## src/logic/cmpc_pkg.sv

```systemverilog
// Shared constants, register map and carrier types for comparator control.
// Assumes a 32-bit AHB-Lite slave port with one register per aligned word.
package cmpc_pkg;

   // Register byte addresses
   localparam logic [31:0] ADDR_ONE_CTRL = 32'h0000_0000;
   localparam logic [31:0] ADDR_TWO_CTRL = 32'h0000_0004;
   localparam logic [31:0] ADDR_TWO_EXTRA = 32'h0000_0008;

   // Field positions in a primary control register
   localparam int ENABLE_BIT = 7;
   localparam int RESULT_BIT = 6;
   localparam int DRIVE_BIT = 5;
   localparam int INVERT_BIT = 4;
   localparam int GAP_BIT = 3;
   localparam int REF_BIT = 2;
   localparam int CHAN_LSB = 0;

   // Values after reset
   localparam logic [7:0] CTRL_RESET = 8'h00;
   localparam logic [7:0] EXTRA_RESET = 8'h00;

   typedef struct packed {
      logic enable;
      logic drive;
      logic invert;
      logic ref_select;
      logic [1:0] channel;
   } cmpc_ctrl_s;

   typedef struct packed {
      logic valid;
      logic write;
      logic [31:0] addr;
   } cmpc_aphase_s;

   // Byte written by software to control fields; bits 6 and 3 dropped
   function automatic cmpc_ctrl_s unpack_ctrl(input logic [7:0] b);
      cmpc_ctrl_s c;
      c.enable = b[ENABLE_BIT];
      c.drive = b[DRIVE_BIT];
      c.invert = b[INVERT_BIT];
      c.ref_select = b[REF_BIT];
      c.channel = b[CHAN_LSB+1:CHAN_LSB];
      return c;
   endfunction : unpack_ctrl

   // Control fields and live result to the byte software reads
   function automatic logic [7:0] pack_ctrl(input cmpc_ctrl_s c,
                                            input logic res);
      logic [7:0] b;
      b = 8'h00;
      b[ENABLE_BIT] = c.enable;
      b[RESULT_BIT] = res;
      b[DRIVE_BIT] = c.drive;
      b[INVERT_BIT] = c.invert;
      b[GAP_BIT] = 1'b0;
      b[REF_BIT] = c.ref_select;
      b[CHAN_LSB+1:CHAN_LSB] = c.channel;
      return b;
   endfunction : pack_ctrl

endpackage : cmpc_pkg

```

## src/logic/cmpc_top.sv

```systemverilog
// Control and status registers of comparator one, plus the read/write
// storage of comparator two, over an AHB-Lite slave port.
// Assumes the analog comparator output arrives asynchronously and the
// pin direction bit comes from port logic on hclk.
//
// How it works
// - Any reset loads both primary control registers and the extra one.
// - Reset values leave both comparators and the references switched off.
// - Comparator one runs only while its enable bit is set.
// - With invert set the result reads 1 when plus is below minus.
// - With invert clear the result reads 1 when plus exceeds minus.
// - The drive bit, when set, puts the result onto the output pin.
// - The pin is driven only with drive, enable and output direction.
// - The invert bit flips both the readable result and the pin level.
// - The ref bit picks internal reference or external pin for plus.
// - The two-bit channel field picks one of four minus inputs.
`timescale 1ns/10ps
module cmpc_top (
   input wire logic hclk,
   input wire logic hresetn,
   input wire logic ce,
   input wire logic hsel,
   input wire logic [31:0] haddr,
   input wire logic [1:0] htrans,
   input wire logic hwrite,
   input wire logic [2:0] hsize,
   input wire logic [31:0] hwdata,
   input wire logic hready,
   output logic [31:0] hrdata,
   output logic hreadyout,
   output logic hresp,
   input wire logic cmp_one_raw,
   input wire logic pin_direction_bit,
   output logic cmp_one_result,
   output logic cmp_one_pin_out,
   output logic cmp_one_pin_oe,
   output logic cmp_one_power,
   output logic cmp_one_ref_select,
   output logic [1:0] cmp_one_channel_select,
   output logic cmp_two_power,
   output logic vref_power
);

   cmpc_pkg::cmpc_aphase_s aph;
   cmpc_pkg::cmpc_aphase_s next_aph;
   cmpc_pkg::cmpc_ctrl_s one;
   cmpc_pkg::cmpc_ctrl_s next_one;
   cmpc_pkg::cmpc_ctrl_s two;
   cmpc_pkg::cmpc_ctrl_s next_two;
   logic [7:0] extra;
   logic [7:0] next_extra;
   logic [31:0] next_hrdata;
   logic sync_a;
   logic sync_b;
   logic next_sync_a;
   logic next_sync_b;
   logic take;
   logic wr;
   logic one_res;
   logic next_result;
   logic next_pin_out;
   logic next_pin_oe;
   logic next_power_one;
   logic next_power_two;
   logic next_vref;
   logic next_ref_one;
   logic [1:0] next_chan_one;

   // Freezing the bus with ce keeps it from outrunning frozen state
   assign hreadyout = ce;
   assign hresp = 1'b0;
   assign take = hsel && hready && htrans[1];
   assign wr = ce && aph.valid && aph.write;

   // Disabled comparator presents a low raw level before polarity
   assign one_res = (one.enable & sync_b) ^ one.invert;

   function automatic logic [7:0] read_byte(
      input logic [31:0] a,
      input cmpc_pkg::cmpc_ctrl_s c1,
      input cmpc_pkg::cmpc_ctrl_s c2,
      input logic [7:0] ex,
      input logic res
   );
      logic [7:0] b;
      b = 8'h00;
      case (a)
         cmpc_pkg::ADDR_ONE_CTRL: b = cmpc_pkg::pack_ctrl(c1, res);
         cmpc_pkg::ADDR_TWO_CTRL: b = cmpc_pkg::pack_ctrl(c2, 1'b0);
         cmpc_pkg::ADDR_TWO_EXTRA: b = ex;
         default: b = 8'h00;
      endcase
      return b;
   endfunction : read_byte

   // Bus address phase and read data
   always_comb begin
      next_aph = aph;
      next_hrdata = hrdata;
      if (ce) begin
         next_aph.valid = take;
         next_aph.write = hwrite;
         next_aph.addr = haddr;
         // Read from next values so a write just before is seen
         if (take && !hwrite) begin
            next_hrdata = {24'h00_0000,
               read_byte(haddr, next_one, next_two, next_extra, one_res)};
         end
      end
   end

   always_ff @(posedge hclk or negedge hresetn) begin
      if (!hresetn) begin
         aph <= '0;
         hrdata <= 32'h0000_0000;
      end else begin
         aph <= next_aph;
         hrdata <= next_hrdata;
      end
   end

   // Control registers; writes to unmapped addresses are dropped
   always_comb begin
      next_one = one;
      next_two = two;
      next_extra = extra;
      if (wr) begin
         case (aph.addr)
            cmpc_pkg::ADDR_ONE_CTRL:
               next_one = cmpc_pkg::unpack_ctrl(hwdata[7:0]);
            cmpc_pkg::ADDR_TWO_CTRL:
               next_two = cmpc_pkg::unpack_ctrl(hwdata[7:0]);
            cmpc_pkg::ADDR_TWO_EXTRA:
               next_extra = hwdata[7:0];
            default: next_extra = extra;
         endcase
      end
   end

   always_ff @(posedge hclk or negedge hresetn) begin
      if (!hresetn) begin
         one <= cmpc_pkg::unpack_ctrl(cmpc_pkg::CTRL_RESET);
         two <= cmpc_pkg::unpack_ctrl(cmpc_pkg::CTRL_RESET);
         extra <= cmpc_pkg::EXTRA_RESET;
      end else begin
         one <= next_one;
         two <= next_two;
         extra <= next_extra;
      end
   end

   // Comparator level crosses in from the analog side; only the second
   // stage feeds logic, so a metastable first stage never fans out
   always_comb begin
      next_sync_a = sync_a;
      next_sync_b = sync_b;
      if (ce) begin
         next_sync_a = cmp_one_raw;
         next_sync_b = sync_a;
      end
   end

   always_ff @(posedge hclk or negedge hresetn) begin
      if (!hresetn) begin
         sync_a <= 1'b0;
         sync_b <= 1'b0;
      end else begin
         sync_a <= next_sync_a;
         sync_b <= next_sync_b;
      end
   end

   // Registered controls toward the analog block and the pin
   always_comb begin
      next_result = cmp_one_result;
      next_pin_out = cmp_one_pin_out;
      next_pin_oe = cmp_one_pin_oe;
      next_power_one = cmp_one_power;
      next_power_two = cmp_two_power;
      next_vref = vref_power;
      next_ref_one = cmp_one_ref_select;
      next_chan_one = cmp_one_channel_select;
      if (ce) begin
         next_result = one_res;
         next_pin_out = one_res;
         next_pin_oe = one.drive && one.enable
                       && !pin_direction_bit;
         next_power_one = one.enable;
         next_power_two = two.enable;
         next_vref = (one.enable && one.ref_select)
                     || (two.enable && two.ref_select);
         next_ref_one = one.ref_select;
         next_chan_one = one.channel;
      end
   end

   always_ff @(posedge hclk or negedge hresetn) begin
      if (!hresetn) begin
         cmp_one_result <= 1'b0;
         cmp_one_pin_out <= 1'b0;
         cmp_one_pin_oe <= 1'b0;
         cmp_one_power <= 1'b0;
         cmp_two_power <= 1'b0;
         vref_power <= 1'b0;
         cmp_one_ref_select <= 1'b0;
         cmp_one_channel_select <= 2'b00;
      end else begin
         cmp_one_result <= next_result;
         cmp_one_pin_out <= next_pin_out;
         cmp_one_pin_oe <= next_pin_oe;
         cmp_one_power <= next_power_one;
         cmp_two_power <= next_power_two;
         vref_power <= next_vref;
         cmp_one_ref_select <= next_ref_one;
         cmp_one_channel_select <= next_chan_one;
      end
   end
endmodule : cmpc_top

```

## config.mk

```make
export PLATFORM = sky130hd
export DESIGN_NAME = cmpc_top
export DESIGN_NICKNAME = d
export VERILOG_FILES = /design/src/logic/cmpc_pkg.sv /design/src/logic/cmpc_top.sv
export SDC_FILE = /design/constraint.sdc
export NUM_CORES = 1
export LEC_CHECK = 0
export BUFFER_PORTS_ARGS = -buffer_cell sky130_fd_sc_hd__buf_2
export CORE_UTILIZATION = 54
export CTS_CLUSTER_SIZE = 28
export DETAILED_ROUTE_END_ITERATION = 8
export PLACE_DENSITY = 0.85
export SYNTH_ARGS = -nofsm -noshare
export SYNTH_HDL_FRONTEND = slang
export SYNTH_SLANG_ARGS = --single-unit
```

## constraint.sdc

```tcl
create_clock -name hclk -period 6 [get_ports hclk]
set_input_delay 0.9 -clock hclk [delete_from_list [all_inputs] [get_ports hclk]]
set_output_delay 0.9 -clock hclk [all_outputs]
set_load 0.01 [all_outputs]
```

==> impl_metrics.csv <==
group,metric,value,unit
routing,routed_wl,6950,µm
finish,fin_util,63.5,%
timing,fin_crit_sh,60.9,%
logic_synthesis,ys.flop_type,"dfrtp_1",
global_route,antenna_found_initial,0,
clocking,path_clk_slew,0.07,ns
power_and_ir_drop,p_seq_share,51.1,%
setup_path,r2r_start,"aph[6]$_DFFE_PN0P_",
clocking,cts_tree,"yes",
timing,slew_headroom,30.6,%
timing,post-route-min-period,3.65,ns
logic_synthesis,netlist_area,0.00351,mm²
logic_synthesis,synth-seq-area-share,51.3,%
routing,vias_per_cell,5.66,
finish,area_growth,14.2,%
setup_path,r2r_slack,3.49,ns
routing,post_drt_wl_per_cell,15.6,µm
logic_synthesis,yosysTopAreaCellShare,51.3,%
global_route,grt_max_degree,73,
finish,insertedDiodeCount,0,
power_and_ir_drop,p_per_area,260,mW/mm²
logic_synthesis,yosys_warnings,0,
timing,setup_violations,0,
outcome,status,"finished clean",
finish,fillers,525,
setup_path,worstPathMaxFanout,50,
routing,vias,2519,
die,coreArea,0.00631,mm²
power_and_ir_drop,swShare,23.1,%
power_and_ir_drop,p_clk_share,39.7,%
clocking,cts_sinks,72,
routing,final_antenna_net_count,0,
logic_synthesis,syn_inst,299,
logic_synthesis,syn_area_per_cell,11.7,µm²
clocking,cts_htree_levels,3,
routing,drt_pre_antenna_iters,4,
power_and_ir_drop,ir_worst_vdd,0.000246,V
clocking,hold_buffers,0,
setup_path,cp-end-kind,"flop",
logic_synthesis,synth-edff-count,0,
setup_path,startpoint,"ce",
timing,fin_worst_skew,0.00910,ns
finish,drive_above_1_share,39.7,%
clocking,cts-root-buf,"clkbuf_8",
timing,clock.fmax,274,MHz
global_route,grt_overflow_total,0,
power_and_ir_drop,power_frac_comb,9.2,%
finish,fin_nets,440,
place,port_buffers,66,
routing,drc,0,
die,dieArea,0.00683,mm²
place,dp_hpwl,4970,µm
power_and_ir_drop,p_switching,0.241,mW
logic_synthesis,postSynth.asyncResetShare,100,%
finish,mostFrequentLayoutCell,"dfrtp_1",
power_and_ir_drop,leakagePower,1.83,nW
run,timing.max_cap.violations,0,
finish,most-common-layout-cells,"72 x dfrtp_1, 66 x buf_2, 41 x mux2_2",
timing,tns,0,ns
setup_path,crit_required,6.25,ns
global_route,first_global_vias,2453,
setup_path,arrival,3.90,ns
logic_synthesis,synth_top_area_cell,"dfrtp_1",
clocking,cts_setup_buffers,0,
setup_path,worstSetupPathType,"primary input to flop",
die,rows,29,
setup_path,reg2reg_depth,5,
timing,drv_slew,0,
die,start_util,55.6,%
logic_synthesis,ys_ff_latch,72,
setup_path,reg2reg_to,"hrdata[3]$_DFFE_PN0P_",
place,gp_congestion,0.805,
power_and_ir_drop,p_int,0.801,mW
logic_synthesis,synth.area.top_cells,"dfrtp_1 51%, mux2_2 13%, buf_4 5.8%",
global_route,grt_util_all_layers,23.5,%
power_and_ir_drop,power.total,1.04,mW
setup_path,endpoint,"hrdata[0]$_DFFE_PN0P_",
clocking,cts_inserted_buffers,9,
die,ioPinCount,120,
die,die-height,82.6,µm
clocking,clock_latency,0.34,ns
routing,drt_iter0_drc,171,
logic_synthesis,synth.distinct_cells,37,
clocking,clk_path_buf_depth,2,
setup_path,startpoint_type,"primary input",
worst_hold_path,hold_path.class,"flop to flop",
timing,hold_viol,0,
timing,rsz0062_at_grt,"no",
timing,worst_pin_slew,1.04,ns
die,fp.dieW,82.6,µm
clocking,cts_resized,0,
global_route,grt_pass1_wl,11700,µm
[stage by stage]
step,std cells,setup slack (ns),hold slack (ns),area [µm²]
final,445,2.35,0.488,4010
after global routing,445,2.16,0.503,4010
after CTS,445,2.40,0.488,4010
after detailed placement,429,2.04,0.469,3800
after global placement,429,2.12,0.463,3800
after floorplan,323,3.45,0.446,3600
[Yosys cell counts (2+ instances only)]
cell / n
clkbuf_1: 8
and3_1: 3
a21oi_1: 2
nor2_1: 4
mux2_2: 41
and4_1: 6
a32o_1: 2
a31oi_1: 12
nand4_1: 3
nor4_2: 2
mux2i_1: 6
dfrtp_1: 72
inv_1: 21
o2111ai_1: 6
o211ai_1: 7
nor3_1: 2
buf_1: 2
o21ai_0: 7
or2_2: 13
nand2_1: 18
nor4_1: 16
buf_4: 27
nor4_4: 5
[flip-flops by register name, indices dropped and copies added, names as in the netlist]
| register | count |
|---|---|
| two | 6 |
| cmp_one_pin_oe | 1 |
| aph | 34 |
| cmp_one_pin_out | 1 |
| cmp_one_power | 1 |
| vref_power | 1 |
| hrdata | 8 |
| one | 6 |
| sync_a | 1 |
| cmp_one_channel_select | 2 |
| sync_b | 1 |
| cmp_one_ref_select | 1 |
| extra | 8 |
| cmp_two_power | 1 |
[metal layers]
layer	GRT usage [%]	vias to the layer above	wire length (µm)
met5	0	-	0
met4	11.2	0	142
met3	5.38	15	384
met2	36.4	94	3260
met1	31.3	1244	3160
li1	-	1166	-
[worst min path at each step]
stage          cells after the start               start                  to  slack (ns)
2_1_floorplan                      2  extra[0]$_DFF_PN0_  extra[0]$_DFF_PN0_        0.45
3_3_place_gp                       2  extra[0]$_DFF_PN0_  extra[0]$_DFF_PN0_        0.46
3_5_place_dp                       2  extra[4]$_DFF_PN0_  extra[4]$_DFF_PN0_        0.47
4_1_cts                            2  extra[4]$_DFF_PN0_  extra[4]$_DFF_PN0_        0.49
5_1_grt                            2  extra[4]$_DFF_PN0_  extra[4]$_DFF_PN0_        0.50
6_report                           2  extra[4]$_DFF_PN0_  extra[4]$_DFF_PN0_        0.49
[logic make-up after synthesis]
logic type             Yosys count  share of synthesized area (%)
other                            1                          0.107
multiplexers                    48                           15.3
buffers and inverters           59                           9.23
AO/OA/AOI/OAI                   38                           7.45
flip-flops                      72                           51.3
AND/OR/NAND/NOR                 80                           16.4
XOR/XNOR                         1                          0.250
[worst max-delay path, cell delays in order]
cell and delay, ns:
buf_2 0.77, nand3b_1 0.58, nor4_2 0.98, nand2_1 0.36, o2111ai_1 0.29
[power groups by stage]
stage / Clock [mW] / Sequential (mW) / Combinational, mW
after global routing: 0.446 / 0.537 / 0.108
after floorplan: 0 / 0.538 / 0.0683
after global placement: 0 / 0.540 / 0.0930
after CTS: 0.422 / 0.533 / 0.0967
final: 0.414 / 0.533 / 0.0957
after detailed placement: 0 / 0.543 / 0.0964
[area by class of cell]
class / count / area (µm²) / area share, %
clock buffers: 13 / 149 / 3.71
multi-input cells: 192 / 1480 / 36.9
inverters: 21 / 78.8 / 1.97
clock inverters: 3 / 65.1 / 1.62
well taps: 77 / 96.3 / 2.40
repair buffers: 67 / 338 / 8.42
flip-flops and latches: 72 / 1800 / 44.9
No activity file was read; power rests on OpenSTA's default activity.
